### src/verilog/apss_pkg.sv
// Constants for the per-axis pause and synchronous start block
// Assumes a 32-bit classic Wishbone slave port and four axes
// Operation
// - Command written while paused waits for release
// - Each axis set and clear driven independently
// - One host command pauses or releases axis groups
// - Configuration maps pause onto sensor, selects axes
// - Active sensor pauses selected axes, flag set
// - Per-axis release event selectable, counter included
// - Default set condition is the assigned sensor
// - Group release frees all named axes together
// - Released axes clear flags and start together
// - Fast stop then release discards held command
// - Host clear, release event, sensor drop end pause
// - Hardware reset clears pause and held commands
// - Same set and release event means release
// - Counter events are per-axis counter interrupts
package apss_pkg;
  localparam int          APSS_AXES        = 4;
  localparam int          APSS_COND_W      = 4;
  localparam int          APSS_ADR_W       = 8;
  localparam int          APSS_DAT_W       = 32;
  // Register byte addresses
  localparam logic [7:0]  ADR_PAUSE_CMD    = 8'h00;
  localparam logic [7:0]  ADR_INPUT_ASSIGN = 8'h04;
  localparam logic [7:0]  ADR_ASSERT_COND  = 8'h08;
  localparam logic [7:0]  ADR_RELEASE_COND = 8'h0c;
  localparam logic [7:0]  ADR_PULSE_CMD    = 8'h10;
  localparam logic [7:0]  ADR_STATUS       = 8'h14;
  // Field positions
  localparam int          SET_MASK_LSB     = 0;
  localparam int          CLR_MASK_LSB     = 4;
  localparam int          ASSIGN_EN_BIT    = 0;
  localparam int          ASSIGN_AXES_LSB  = 4;
  localparam int          PULSE_WR_LSB     = 0;
  localparam int          FAST_STOP_LSB    = 4;
  localparam int          ST_PAUSE_LSB     = 0;
  localparam int          ST_STANDBY_FLAG_LSB      = 4;
  localparam int          ST_HELD_LSB      = 8;
  localparam int          ST_SENSOR_BIT    = 12;
  // Condition codes: 0 default, 1..4 counter event of axis 0..3
  localparam logic [3:0]  COND_DEFAULT     = 4'h0;
  localparam logic [3:0]  COND_CNT_FIRST   = 4'h1;
  localparam logic [3:0]  COND_CNT_LAST    = 4'h4;
  // Reset values
  localparam logic [15:0] COND_RST         = 16'h0000;
  localparam logic [3:0]  AXES_RST         = 4'h0;
  localparam logic [31:0] DAT_ZERO         = 32'h0000_0000;
endpackage : apss_pkg

### src/verilog/apss_sync.sv
// Two-stage synchroniser for one asynchronous pin
// Assumes the pin is a slow level with no glitch filtering needed
`timescale 1ns/10ps
`default_nettype none
module apss_sync (
  input  wire logic clk,
  input  wire logic rst_n,
  input  wire logic din,
  output logic      dout
);
  logic stage1;

  always_ff @(posedge clk or negedge rst_n) begin
    if (!rst_n) begin
      stage1 <= 1'b0;
      dout   <= 1'b0;
    end else begin
      stage1 <= din;
      dout   <= stage1;
    end
  end
endmodule : apss_sync
`default_nettype wire

### src/verilog/apss_axis.sv
// Pause state and held pulse-output command for one axis
// Assumes set, clear and command strobes are one-cycle pulses
`timescale 1ns/10ps
`default_nettype none
module apss_axis (
  input  wire logic clk,
  input  wire logic rst_n,
  input  wire logic set_evt,
  input  wire logic clr_evt,
  input  wire logic cmd_write,
  input  wire logic fast_stop,
  output logic      pause,
  output logic      held,
  output logic      abort,
  output logic      standby,
  output logic      start
);
  logic next_pause;
  logic next_held;

  always_comb begin
    next_pause = pause;
    if (clr_evt) begin
      next_pause = 1'b0;
    end else if (set_evt) begin
      next_pause = 1'b1;
    end
    next_held = held;
    if (cmd_write) begin
      next_held = 1'b1;
    end else if (held && !pause) begin
      next_held = 1'b0;
    end
  end

  always_ff @(posedge clk or negedge rst_n) begin
    if (!rst_n) begin
      pause   <= 1'b0;
      held    <= 1'b0;
      standby <= 1'b0;
    end else begin
      pause   <= next_pause;
      held    <= next_held;
      standby <= next_pause & next_held;
    end
  end

  // Fast stop marks the held command to be dropped at release
  always_ff @(posedge clk or negedge rst_n) begin
    if (!rst_n) begin
      abort <= 1'b0;
    end else if (fast_stop && (held || cmd_write)) begin
      abort <= 1'b1;
    end else if (cmd_write || (held && !pause)) begin
      abort <= 1'b0;
    end
  end

  always_ff @(posedge clk or negedge rst_n) begin
    if (!rst_n) begin
      start <= 1'b0;
    end else begin
      start <= held & ~pause & ~abort & ~fast_stop;
    end
  end
endmodule : apss_axis
`default_nettype wire

### src/verilog/apss_top.sv
// Per-axis pause gating with synchronous start, Wishbone slave
// Assumes a classic Wishbone master on MCLK, an asynchronous sensor
// pin and counter interrupt events from logic on the same clock
`timescale 1ns/10ps
`default_nettype none
module apss_top
  import apss_pkg::*;
(
  input  wire logic                  MCLK,
  input  wire logic                  RST_N,
  input  wire logic                  CYC_I,
  input  wire logic                  STB_I,
  input  wire logic                  WE_I,
  input  wire logic [APSS_ADR_W-1:0] ADR_I,
  input  wire logic [APSS_DAT_W-1:0] DAT_I,
  input  wire logic [3:0]            SEL_I,
  output logic                       ACK_O,
  output logic      [APSS_DAT_W-1:0] DAT_O,
  input  wire logic                  EXTERNAL_SENSOR_INPUT_ZERO,
  input  wire logic [APSS_AXES-1:0]  COUNTER_INTERRUPT_EVENT,
  output logic      [APSS_AXES-1:0]  PULSE_START,
  output logic      [APSS_AXES-1:0]  PAUSE_FLAG,
  output logic      [APSS_AXES-1:0]  STANDBY_FLAG
);

  // Bus request decode
  logic                 wb_req;
  logic                 wb_wr;
  logic                 wb_rd;
  logic                 lane0;
  logic                 lane1;

  // Software-written configuration
  logic                 assign_en;
  logic [APSS_AXES-1:0] assign_axes;
  logic [15:0]          assert_cond;
  logic [15:0]          release_cond;

  // One-cycle command strobes
  logic [APSS_AXES-1:0] cmd_set;
  logic [APSS_AXES-1:0] cmd_clr;
  logic [APSS_AXES-1:0] pulse_wr;
  logic [APSS_AXES-1:0] fast_stop;

  // Sensor pin and its edges
  logic                 sens_lvl;
  logic                 sens_prev;
  logic                 sens_rise;
  logic                 sens_fall;

  // Per-axis state
  logic [APSS_AXES-1:0] set_evt;
  logic [APSS_AXES-1:0] clr_evt;
  logic [APSS_AXES-1:0] pause;
  logic [APSS_AXES-1:0] held;
  logic [APSS_AXES-1:0] abort;
  logic [APSS_AXES-1:0] standby;
  logic [APSS_AXES-1:0] start;

  // True when a condition code names a counter event that is active
  function automatic logic cnt_hit(input logic [3:0]           cond,
                                   input logic [APSS_AXES-1:0] ev);
    logic [3:0] idx;
    idx = cond - COND_CNT_FIRST;
    cnt_hit = 1'b0;
    if (cond >= COND_CNT_FIRST && cond <= COND_CNT_LAST) begin
      cnt_hit = ev[idx[1:0]];
    end
  endfunction : cnt_hit

  // Writes land at the edge where the master sees the acknowledge
  assign wb_req = CYC_I & STB_I & ~ACK_O;
  assign wb_wr  = CYC_I & STB_I & ACK_O & WE_I;
  assign wb_rd  = wb_req & ~WE_I;
  assign lane0  = SEL_I[0];
  assign lane1  = SEL_I[1];

  // Single-cycle acknowledge, dropped in the cycle after it is given
  always_ff @(posedge MCLK or negedge RST_N) begin
    if (!RST_N) begin
      ACK_O <= 1'b0;
    end else begin
      ACK_O <= wb_req;
    end
  end

  // Configuration registers
  always_ff @(posedge MCLK or negedge RST_N) begin
    if (!RST_N) begin
      assign_en   <= 1'b0;
      assign_axes <= AXES_RST;
    end else if (wb_wr && lane0 && ADR_I == ADR_INPUT_ASSIGN) begin
      assign_en   <= DAT_I[ASSIGN_EN_BIT];
      assign_axes <= DAT_I[ASSIGN_AXES_LSB +: APSS_AXES];
    end
  end

  always_ff @(posedge MCLK or negedge RST_N) begin
    if (!RST_N) begin
      assert_cond <= COND_RST;
    end else if (wb_wr && ADR_I == ADR_ASSERT_COND) begin
      if (lane0) begin
        assert_cond[7:0] <= DAT_I[7:0];
      end
      if (lane1) begin
        assert_cond[15:8] <= DAT_I[15:8];
      end
    end
  end

  always_ff @(posedge MCLK or negedge RST_N) begin
    if (!RST_N) begin
      release_cond <= COND_RST;
    end else if (wb_wr && ADR_I == ADR_RELEASE_COND) begin
      if (lane0) begin
        release_cond[7:0] <= DAT_I[7:0];
      end
      if (lane1) begin
        release_cond[15:8] <= DAT_I[15:8];
      end
    end
  end

  // Command strobes last the one cycle in which the write is taken
  always_comb begin
    cmd_set   = '0;
    cmd_clr   = '0;
    pulse_wr  = '0;
    fast_stop = '0;
    if (wb_wr && lane0 && ADR_I == ADR_PAUSE_CMD) begin
      cmd_set = DAT_I[SET_MASK_LSB +: APSS_AXES];
      cmd_clr = DAT_I[CLR_MASK_LSB +: APSS_AXES];
    end
    if (wb_wr && lane0 && ADR_I == ADR_PULSE_CMD) begin
      pulse_wr  = DAT_I[PULSE_WR_LSB +: APSS_AXES];
      fast_stop = DAT_I[FAST_STOP_LSB +: APSS_AXES];
    end
  end

  // Read data, zero for unmapped addresses
  always_ff @(posedge MCLK or negedge RST_N) begin
    if (!RST_N) begin
      DAT_O <= DAT_ZERO;
    end else if (wb_rd) begin
      DAT_O <= DAT_ZERO;
      case (ADR_I)
        ADR_INPUT_ASSIGN: begin
          DAT_O[ASSIGN_EN_BIT]                    <= assign_en;
          DAT_O[ASSIGN_AXES_LSB +: APSS_AXES]     <= assign_axes;
        end
        ADR_ASSERT_COND: begin
          DAT_O[15:0] <= assert_cond;
        end
        ADR_RELEASE_COND: begin
          DAT_O[15:0] <= release_cond;
        end
        ADR_STATUS: begin
          DAT_O[ST_PAUSE_LSB +: APSS_AXES] <= pause;
          DAT_O[ST_STANDBY_FLAG_LSB +: APSS_AXES]  <= standby;
          DAT_O[ST_HELD_LSB +: APSS_AXES]  <= held;
          DAT_O[ST_SENSOR_BIT]             <= sens_lvl;
        end
        default: begin
          DAT_O <= DAT_ZERO;
        end
      endcase
    end
  end

  // Sensor pin crossing and edge detection
  apss_sync u_sens (
    .clk   (MCLK),
    .rst_n (RST_N),
    .din   (EXTERNAL_SENSOR_INPUT_ZERO),
    .dout  (sens_lvl)
  );

  always_ff @(posedge MCLK or negedge RST_N) begin
    if (!RST_N) begin
      sens_prev <= 1'b0;
    end else begin
      sens_prev <= sens_lvl;
    end
  end

  assign sens_rise = sens_lvl & ~sens_prev;
  assign sens_fall = ~sens_lvl & sens_prev;

  genvar i;
  generate
    for (i = 0; i < APSS_AXES; i++) begin : g_axis
      logic [3:0] acond;
      logic [3:0] rcond;
      logic       ext_sel;
      logic       cnt_set;
      logic       cnt_clr;

      assign acond   = assert_cond[APSS_COND_W*i +: APSS_COND_W];
      assign rcond   = release_cond[APSS_COND_W*i +: APSS_COND_W];
      assign ext_sel = assign_en & assign_axes[i];
      assign cnt_set = cnt_hit(acond, COUNTER_INTERRUPT_EVENT);
      assign cnt_clr = cnt_hit(rcond, COUNTER_INTERRUPT_EVENT);

      // Set and clear sources are combined per axis
      assign set_evt[i] = cmd_set[i]
        | (ext_sel & (acond == COND_DEFAULT) & sens_rise)
        | cnt_set;
      assign clr_evt[i] = cmd_clr[i]
        | (ext_sel & sens_fall)
        | cnt_clr;

      apss_axis u_axis (
        .clk       (MCLK),
        .rst_n     (RST_N),
        .set_evt   (set_evt[i]),
        .clr_evt   (clr_evt[i]),
        .cmd_write (pulse_wr[i]),
        .fast_stop (fast_stop[i]),
        .pause     (pause[i]),
        .held      (held[i]),
        .abort     (abort[i]),
        .standby   (standby[i]),
        .start     (start[i])
      );

    end
  endgenerate

  assign PAUSE_FLAG   = pause;
  assign STANDBY_FLAG = standby;
  assign PULSE_START  = start;
endmodule : apss_top
`default_nettype wire

### config.mk
export PLATFORM = sky130hd
export DESIGN_NAME = apss_top
export DESIGN_NICKNAME = d
export VERILOG_FILES = /design/src/verilog/apss_pkg.sv /design/src/verilog/apss_sync.sv /design/src/verilog/apss_axis.sv /design/src/verilog/apss_top.sv
export SDC_FILE = /design/constraint.sdc
export NUM_CORES = 1
export LEC_CHECK = 0
export BUFFER_PORTS_ARGS = -buffer_cell sky130_fd_sc_hd__buf_2
export CAP_MARGIN = 10
export CORE_MARGIN = 4
export CORE_UTILIZATION = 55
export CTS_CLUSTER_DIAMETER = 100
export CTS_CLUSTER_SIZE = 30
export DETAILED_ROUTE_END_ITERATION = 16
export HOLD_SLACK_MARGIN = 0.03
export PLACE_DENSITY = 0.78
export SLEW_MARGIN = 20
export SYNTH_ARGS = -nofsm -noshare
export SYNTH_HDL_FRONTEND = slang
export SYNTH_HIERARCHICAL = 1
export SYNTH_SLANG_ARGS = --single-unit
### constraint.sdc
create_clock -name MCLK -period 2.7 [get_ports MCLK]
set_clock_uncertainty 0.2 [all_clocks]
set_input_delay 0.54 -clock MCLK [delete_from_list [all_inputs] [get_ports MCLK]]
set_output_delay 0.54 -clock MCLK [all_outputs]
set_load 0.01 [all_outputs]
==> results of run 1 <==
==> power breakdown <==
group | internal (mW) | total, mW | leakage (nW) | switching, mW
sequential | 1.16 | 1.17 | 1.06 | 0.0111
clock | 0.448 | 0.893 | 0.0906 | 0.445
combinational | 0.0535 | 0.151 | 1.46 | 0.0979
==> worst paths after layout <==
check,startpoint,endpoint,slack [ps],depth (start not counted)
setup / recovery,ADR_I[1],g_axis[1].u_axis/standby,400,8
hold / removal,EXTERNAL_SENSOR_INPUT_ZERO,u_sens/stage1,80,1
setup reg to reg,ACK_O,g_axis[1].u_axis/standby,560,7
hold reg to reg,u_sens/stage1,u_sens/dout,150,0
max in group asynchronous,RST_N,assert_cond[10],1240,3
min in group asynchronous,RST_N,release_cond[5],460,2
==> flip-flops by register name (all words and copies together) (netlist names) <==
register,cells
sens_prev,1
g_axis.u_axis/abort,4
assert_cond,16
ACK_O,1
g_axis.u_axis/standby,4
g_axis.u_axis/start,4
g_axis.u_axis/held,4
u_sens/dout,1
assign_axes,4
release_cond,16
DAT_O,16
assign_en,1
u_sens/stage1,1
g_axis.u_axis/pause,4
==> layout make-up <==
cell class / instances / area (sq um) / area share [%]
sequential: 77 / 1930 / 37.7
multi-input combinational: 279 / 2290 / 44.8
timing repair buffer: 83 / 480 / 9.39
tap: 102 / 128 / 2.49
clock inverter: 5 / 61.3 / 1.20
inverter: 24 / 90.1 / 1.76
clock buffer: 10 / 138 / 2.69
==> cells by family after synthesis <==
family	count (synthesis)	synth area share, %
mux	59	16.9
fa+ha+maj	24	6.82
buf+inv	47	5.37
flops	77	43.8
simple gates	102	14.9
other cells	1	0.0852
compound gates	78	12.2
==> cells in the mapped netlist (all sizes together) (6+ instances only) <==
library cell / count
dfrtp: 77
a21oi: 6
a21o: 9
inv: 24
clkbuf: 7
ha: 24
buf: 16
nand2b: 7
o21ai: 27
mux2: 41
mux2i: 10
and2: 11
a22oi: 8
nand2: 27
nor2: 20
mux4: 8
==> worst max-delay path: stages <==
cell     delay, ps
buf_2          110
or4_4          530
or3_4          370
nor4b_4        200
buf_4          200
and2_1         220
o21ai_1         80
a21oi_1        150
==> stage by stage <==
stage	hold WS [ps]	utilization, %	area (sq um)	cells
floorplan	44.4	-	4460	403
global placement	133	63.2	4910	564
detailed placement	135	63.2	4910	564
CTS	74.9	65.9	5120	580
global route	80.2	65.9	5120	580
finish	84.2	65.9	5120	580
==> placed cells by master (no fill, tap or decap), drive strengths merged, types with 4 or more instances in the layout <==
master  instances
and2           11
nand3b          4
a21o            9
nor3b           4
conb           16
clkbuf         10
nand2b          7
ha             24
dfrtp          77
mux2i          10
nor4b           5
o21ai          27
a21oi           6
a22oi           8
a22o            5
nor2b           5
inv            24
mux4            8
nor2           20
nand2          27
buf            82
mux2           41
==> routing by layer <==
metal | wire, um | share of wire [%] | up-vias | global-route usage, %
li1 | - | - | 1551 | -
met1 | 4180 | 40 | 1672 | 29.2
met2 | 5260 | 50 | 112 | 37.8
met3 | 729 | 7.0 | 27 | 4.16
met4 | 296 | 2.8 | 0 | 10.0
met5 | 0 | 0 | - | 0
==> what timing repair did <==
action | CTS | global route
hold buffers | 1 | 0
endpoints found under the hold margin | 36 | 0
buffers inserted | 0 | 0
==> flow_summary.json, run 1 <==
{
  "numPortBuffers": 64,
  "grt_pass1_wl_mm": 17.1,
  "drtIter0Drc": 155,
  "fin_setup_tns_ps": 0,
  "diodes": 0,
  "num_io_pins": 99,
  "place_ws_ps": 21.1,
  "ys_seq_area_share_pct": 43.8,
  "htree_levels": 3,
  "syn_area_sq_mm": 0.00440,
  "slew_viol_final": 0,
  "cp.required_ps": 2790,
  "antenna_found_initial": 0,
  "start_kind": "primary input",
  "cp.arrival_ps": 2390,
  "relSlewSlack_pct": 59.8,
  "grt_pass1_vias": 3453,
  "hold_violations": 0,
  "status": "completed",
  "fin_crit_sh_pct": 85.4,
  "netlist_instances": 388,
  "drive_gt1_share_pct": 34.9,
  "synth-async-reset-ratio_pct": 100,
  "total_power_mw": 2.22,
  "ys_warn_count": 6,
  "avgRoutedWirePerCell_um": 18.0,
  "grt_max_degree": 42,
  "synth_edf_count": 0,
  "area_delta_synth_final_pct": 16.3,
  "ant_nets": 0,
  "num_vias": 3362,
  "worst_slew_pin_slew_ps": 602,
  "die-area_sq_mm": 0.00950,
  "cts_resized": 0,
  "worstSetupEndpointType": "flip-flop",
  "start_util_pct": 56.7,
  "cts.sinks": 77,
  "drc": 0,
  "clock.fmax_mhz": 434,
  "ys_ff_latch": 77,
  "die_height_um": 97.4,
  "synthTopCellsByArea": "dfrtp_1, mux2_2, ha_1",
  "cts_buffers": 9,
  "fp-row-count": 32,
  "setup_viol": 0,
  "synth_ff_type": "dfrtp_1",
  "crit_type": "primary input to flip-flop",
  "drt_wl_total_mm": 10.5,
  "cts_tree": "built",
  "syn_avg_cell_area_sq_um": 11.3,
  "rsz0062_at_grt": "false",
  "dp_hpwl_mm": 7.84,
  "grt-ovfl-total": 0,
  "clk_pin_slew_worst_paths_ps": 80,
  "yosysTopAreaCell": "dfrtp_1",
  "synth_top_area_share_pct": 43.8,
  "clock_latency_ps": 370,
  "fillCellCount": 616,
  "setup_ws_ps": 395,
  "powerDensity_mw_per_mm2": 433,
  "max_cap_violations": 0,
  "ir_worst_vdd_uv": 334,
  "hold_path_class": "primary input to flip-flop",
  "dr.pass1.iters": 4,
  "core_area_sq_mm": 0.00777,
  "grtUsageTotal_pct": 22.8,
  "viasPerCell": 5.80,
  "clock_path_buffers": 2,
  "p_leak_nw": 2.60,
  "gp_congestion": 0.837,
  "fin_crit_ps": 2300,
  "clockRootBuffer": "clkbuf_8",
  "nets": 552,
  "ys_types": 51,
  "worstPathMaxFanout": 8,
  "die_w_um": 97.4
}
Note: power is estimated with default switching activity, not from simulation.
==> inputs of run 2 (changes only) <==
--- a/config.mk
+++ b/config.mk
@@ -7,6 +7,7 @@
 export LEC_CHECK = 0
 export BUFFER_PORTS_ARGS = -buffer_cell sky130_fd_sc_hd__buf_2
 export CAP_MARGIN = 10
+export CORE_ASPECT_RATIO = 1.5
 export CORE_MARGIN = 4
 export CORE_UTILIZATION = 55
 export CTS_CLUSTER_DIAMETER = 100
==> run 2 against run 1 <==
Fmax decreased by 2.8%. Power increased by 14%. Combinational power about the same. Critical path depth unchanged. Final area increased by 1.3%. Sequential cell count unchanged. Register-to-register slack about the same. Die area increased by 0.32%. Via count about the same. First-iteration DRC count increased by 22%. Critical endpoint is now g_axis[3].u_axis/abort.
==> flow_summary.json, run 2 (synthesis gave the netlist of run 1 again) <==
{
  "fin_setup_tns_ps": 0,
  "grt_max_degree": 37,
  "internal_power_mw": 1.98,
  "area_delta_synth_final_pct": 17.8,
  "cts_buffers": 9,
  "hold_violations": 0,
  "final_cell_mix": "dfrtp_1, buf_2, mux2_2, nand2_1",
  "clockRootBuffer": "clkbuf_16",
  "crit_chain": "buf_2 -> or4_4 -> or3_4 -> nor4b_4 -> buf_4 -> and2_1 -> nand2b_1 -> o21ai_1",
  "nets": 550,
  "fp-row-count": 39,
  "clkPwrFrac_pct": 47.5,
  "numPortBuffers": 64,
  "crit_type": "primary input to flip-flop",
  "clock.fmax_mhz": 422,
  "start_kind": "primary input",
  "grtUsageTotal_pct": 24.9,
  "cp.required_ps": 2710,
  "diodes": 0,
  "dp_hpwl_mm": 8.08,
  "num_io_pins": 99,
  "clock_latency_ps": 330,
  "drc": 0,
  "status": "completed",
  "cts_tree": "built",
  "powerDensity_mw_per_mm2": 487,
  "gp_congestion": 0.896,
  "worst_slew_pin_slew_ps": 529,
  "rsz0062_at_grt": "false",
  "drive_gt1_share_pct": 34.0,
  "grt_pass1_vias": 3512,
  "cp.arrival_ps": 2390,
  "power_frac_comb_pct": 6.0,
  "core_area_sq_mm": 0.00771,
  "fin_cells": 578,
  "clock_path_buffers": 2,
  "top_regs": "DAT_O x16, assert_cond x16, release_cond x16",
  "grtUsageMet3_pct": 6.51,
  "switchingPower_uw": 547,
  "worstPathMaxFanout": 8,
  "grt_pass1_wl_mm": 17.8,
  "worstSetupEndpointType": "flip-flop",
  "cp_slowest_stage_delay_ps": 530,
  "busiest_layer": "met2",
  "antenna_found_initial": 0,
  "dr.pass1.iters": 4,
  "cts_resized": 0,
  "ir_worst_vdd_uv": 526,
  "p_leak_nw": 2.64,
  "slew_viol_final": 0,
  "htree_levels": 3,
  "p_seq_share_pct": 46.5,
  "grt-ovfl-total": 0,
  "start_util_pct": 57.1,
  "dpl_cell_area_sq_mm": 0.00488,
  "die_height_um": 118,
  "avgRoutedWirePerCell_um": 18.8,
  "ant_nets": 0,
  "crit_slowest_cell": "or4_4",
  "layout_commonest_cell": "dfrtp_1",
  "relSlewSlack_pct": 64.7,
  "die_w_um": 81.0,
  "cts.sinks": 77,
  "grt_util_met2_pct": 40.6,
  "use_met1_pct": 29.6,
  "drt_wl_total_mm": 10.9,
  "dp.cells": 562,
  "fin_area_sq_mm": 0.00518,
  "num_vias": 3359,
  "max_cap_violations": 0,
  "fin_crit_sh_pct": 87.8,
  "fin_crit_ps": 2370,
  "swShare_pct": 21.7,
  "viasPerCell": 5.81,
  "clk_pin_slew_worst_paths_ps": 60,
  "setup_viol": 0,
  "drtIter0Drc": 189,
  "hold_path_class": "primary input to flip-flop",
  "die-area_sq_mm": 0.00953
}
[run 2: changes by cell type in the layout (fill, tap and decap cells not counted)]
cell / previous run / this run
clkbuf_1: 0 / 3
buf_4: 18 / 17
clkinvlp_4: 3 / 0
clkbuf_16: 0 / 9
clkinv_4: 1 / 0
buf_12: 1 / 0
clkbuf_8: 10 / 2
[run 2: layout make-up]
type	instances	area [sq um]
Tap cell	102	128
Multi-Input combinational cell	279	2290
Clock buffer	14	264
Timing Repair Buffer	81	453
Sequential cell	77	1930
Fill cell	604	2520
Clock inverter	1	30.0
Inverter	24	90.1
[run 2: worst max-delay path: cells and delay by family]
kind                   cells  cell delay (ps)
buffers and inverters      2              310
AOI/OAI and AO/OA          1               60
and+or+nand+nor            5             1470
[run 2: power by group through the flow]
stage	Sequential (mW)	Clock, mW	Combinational, mW
after floorplan	1.19	0	0.0739
after global placement	1.19	0	0.147
after detailed placement	1.19	0	0.150
after CTS	1.17	1.22	0.152
after global routing	1.17	1.28	0.168
final	1.17	1.20	0.152
[run 2: path summary, 6_finish.rpt]
path                                                 start                endpoint  slack [ps]  cells after the start
worst max-delay path                              ADR_I[1]  g_axis[3].u_axis/abort         330                      8
worst min-delay path            EXTERNAL_SENSOR_INPUT_ZERO           u_sens/stage1         110                      1
worst max register to register                       ACK_O  g_axis[3].u_axis/abort         560                      7
worst min register to register               u_sens/stage1             u_sens/dout         160                      0
max in group asynchronous                            RST_N  g_axis[0].u_axis/start        1130                      3
min in group asynchronous                            RST_N   g_axis[2].u_axis/held         500                      2
[run 2: timing repair]
action                    CTS  global route
hold endpoints to repair   34             0
buffers inserted            0             0
hold buffers                1             0
[run 2: layer usage]
| layer | routed length, um | vias to the layer above |
|---|---|---|
| li1 | - | 1548 |
| met1 | 4130 | 1649 |
| met2 | 5650 | 135 |
| met3 | 676 | 27 |
| met4 | 405 | 0 |
| met5 | 0 | - |
[run 2: through the flow]
| step | util (%) | hold WS, ps | worst slack [ps] | total power [mW] |
|---|---|---|---|---|
| after floorplan | - | 44.4 | 216 | 1.27 |
| final | 67.3 | 113 | 328 | 2.52 |
| after CTS | 67.3 | 99.8 | 350 | 2.55 |
| after global placement | 63.3 | 138 | 39.3 | 1.34 |
| after detailed placement | 63.3 | 143 | -0.867 | 1.34 |
| after global routing | 67.3 | 106 | 248 | 2.62 |
==> inputs of run 3 (changes only) <==
--- a/config.mk
+++ b/config.mk
@@ -8,7 +8,6 @@
 export BUFFER_PORTS_ARGS = -buffer_cell sky130_fd_sc_hd__buf_2
 export CAP_MARGIN = 10
 export CORE_ASPECT_RATIO = 1.5
-export CORE_MARGIN = 4
 export CORE_UTILIZATION = 55
 export CTS_CLUSTER_DIAMETER = 100
 export CTS_CLUSTER_SIZE = 30
==> run 3 against run 2 <==
Setup slack improved by 26 ps. Clock power is 17% higher. Register-to-register slack got worse by 20 ps. Critical path type unchanged. Count of clock-buffer cells in the layout fell by 5. Sequential cell count stayed put. Fmax grew 1.1%. Die area shrank 12%. Final cell count is 0.17% higher. First-iteration DRC count shrank 11%. Sequential power is essentially flat.
==> flow_summary.json, run 3 (synthesis gave the netlist of run 1 again) <==
{
  "crit_type": "primary input to flip-flop",
  "grt_pass1_wl_mm": 17.4,
  "dr.pass1.iters": 5,
  "cts_buffers": 9,
  "die-area_sq_mm": 0.00837,
  "avgRoutedWirePerCell_um": 18.9,
  "setup_viol": 0,
  "area_delta_synth_final_pct": 19.3,
  "cp.required_ps": 2760,
  "cts_setup_buffers": 0,
  "fin_crit_ps": 2350,
  "worst_slew_pin_slew_ps": 589,
  "drc": 0,
  "clock_latency_ps": 340,
  "grt-ovfl-total": 0,
  "viasPerCell": 5.94,
  "slew_viol_final": 0,
  "rsz0062_at_grt": "false",
  "drtIter0Drc": 169,
  "clk_pin_slew_worst_paths_ps": 60,
  "cts_tree": "built",
  "post-route-util_pct": 68.5,
  "fin_setup_tns_ps": 0,
  "clock_path_buffers": 2,
  "cts_resized": 0,
  "busiest_layer": "met2",
  "final_cell_mix": "dfrtp_1, buf_2, mux2_2, nand2_1",
  "drive_gt1_share_pct": 34.8,
  "nets": 550,
  "holdWs_ps": 107,
  "die_w_um": 75.0,
  "ir_worst_vdd_uv": 410,
  "start_kind": "primary input",
  "die_height_um": 112,
  "cts-hold-fix-buffers": 1,
  "use_met1_pct": 32.6,
  "dpl_cell_area_sq_mm": 0.00489,
  "fp-row-count": 39,
  "core_area_sq_mm": 0.00766,
  "relSlewSlack_pct": 60.8,
  "grt_max_degree": 44,
  "antenna_found_initial": 0,
  "grt_pass1_vias": 3516,
  "p_leak_nw": 2.66,
  "hold_violations": 0,
  "diodes": 0,
  "clock.fmax_mhz": 426,
  "top_regs": "DAT_O x16, assert_cond x16, release_cond x16",
  "fin_area_sq_mm": 0.00525,
  "fin_crit_sh_pct": 86.9,
  "drt_wl_total_mm": 10.9,
  "layout_commonest_cell": "dfrtp_1",
  "cp.arrival_ps": 2410,
  "cts.sinks": 77,
  "num_io_pins": 99,
  "htree_levels": 3,
  "dp_hpwl_mm": 8.16,
  "num_vias": 3440,
  "start_util_pct": 57.4,
  "gp_congestion": 0.874,
  "max_cap_violations": 0,
  "ant_nets": 0,
  "clockRootBuffer": "clkbuf_16",
  "status": "completed",
  "grtUsageTotal_pct": 28.7,
  "worstPathMaxFanout": 5,
  "worstSetupEndpointType": "flip-flop",
  "regToRegSetupSlack_ps": 540,
  "grt_util_met2_pct": 47.4,
  "powerDensity_mw_per_mm2": 519,
  "numPortBuffers": 64,
  "hold_path_class": "primary input to flip-flop",
  "grtUsageMet3_pct": 5.97
}
==> run 3: cell count changes in the layout (fill, tap and decap cells not counted) <==
cell | before | now
clkbuf_1 | 3 | 0
bufinv_16 | 1 | 3
clkbuf_8 | 2 | 0
clkinvlp_4 | 0 | 2
buf_12 | 0 | 1
buf_4 | 17 | 16
clkinv_4 | 0 | 1
inv_6 | 0 | 1
==> run 3: final timing paths <==
path | start | endpoint | cells after the start
worst min register to register | u_sens/stage1 | u_sens/dout | 0
max in group asynchronous | RST_N | g_axis[1].u_axis/start | 3
min in group asynchronous | RST_N | g_axis[0].u_axis/start | 2
worst max-delay path | ADR_I[1] | g_axis[2].u_axis/standby | 8
worst max register to register | ACK_O | g_axis[2].u_axis/standby | 7
worst min-delay path | EXTERNAL_SENSOR_INPUT_ZERO | u_sens/stage1 | 1
==> run 3: area by class of cell <==
class | instances | area, sq um
fillers | 597 | 2410
clock inverters | 7 | 123
inverters | 24 | 90.1
repair buffers | 81 | 465
well taps | 102 | 128
clock buffers | 9 | 225
multi-input cells | 279 | 2290
flip-flops and latches | 77 | 1930
==> run 3: worst max-delay path, cell delays in order <==
cell and delay [ps]:
buf_2 100, or4_4 520, or3_4 370, nor4b_4 240, buf_4 170, and2_1 210, o21ai_1 80, a21oi_1 160
==> run 3: through the flow <==
| step | worst slack (ps) | std cells | power, mW |
|---|---|---|---|
| final | 354 | 579 | 2.73 |
| after CTS | 365 | 579 | 2.74 |
| after floorplan | 216 | 403 | 1.27 |
| after detailed placement | 21.0 | 562 | 1.34 |
| after global placement | 40.5 | 562 | 1.34 |
| after global routing | 262 | 579 | 2.80 |
==> run 3: power by group <==
| group | leakage (nW) | internal [mW] | switching, mW | total [mW] |
|---|---|---|---|---|
| Clock | 0.162 | 0.907 | 0.494 | 1.40 |
| Sequential | 1.06 | 1.16 | 0.0105 | 1.17 |
| Combinational | 1.44 | 0.0542 | 0.0984 | 0.153 |
| Total | 2.66 | 2.12 | 0.603 | 2.73 |
==> run 3: routing by layer <==
metal / vias up / share of wire (%)
li1: 1546 / -
met3: 43 / 5.0
met4: 0 / 5.2
met5: - / 0
met1: 1702 / 37
met2: 149 / 53
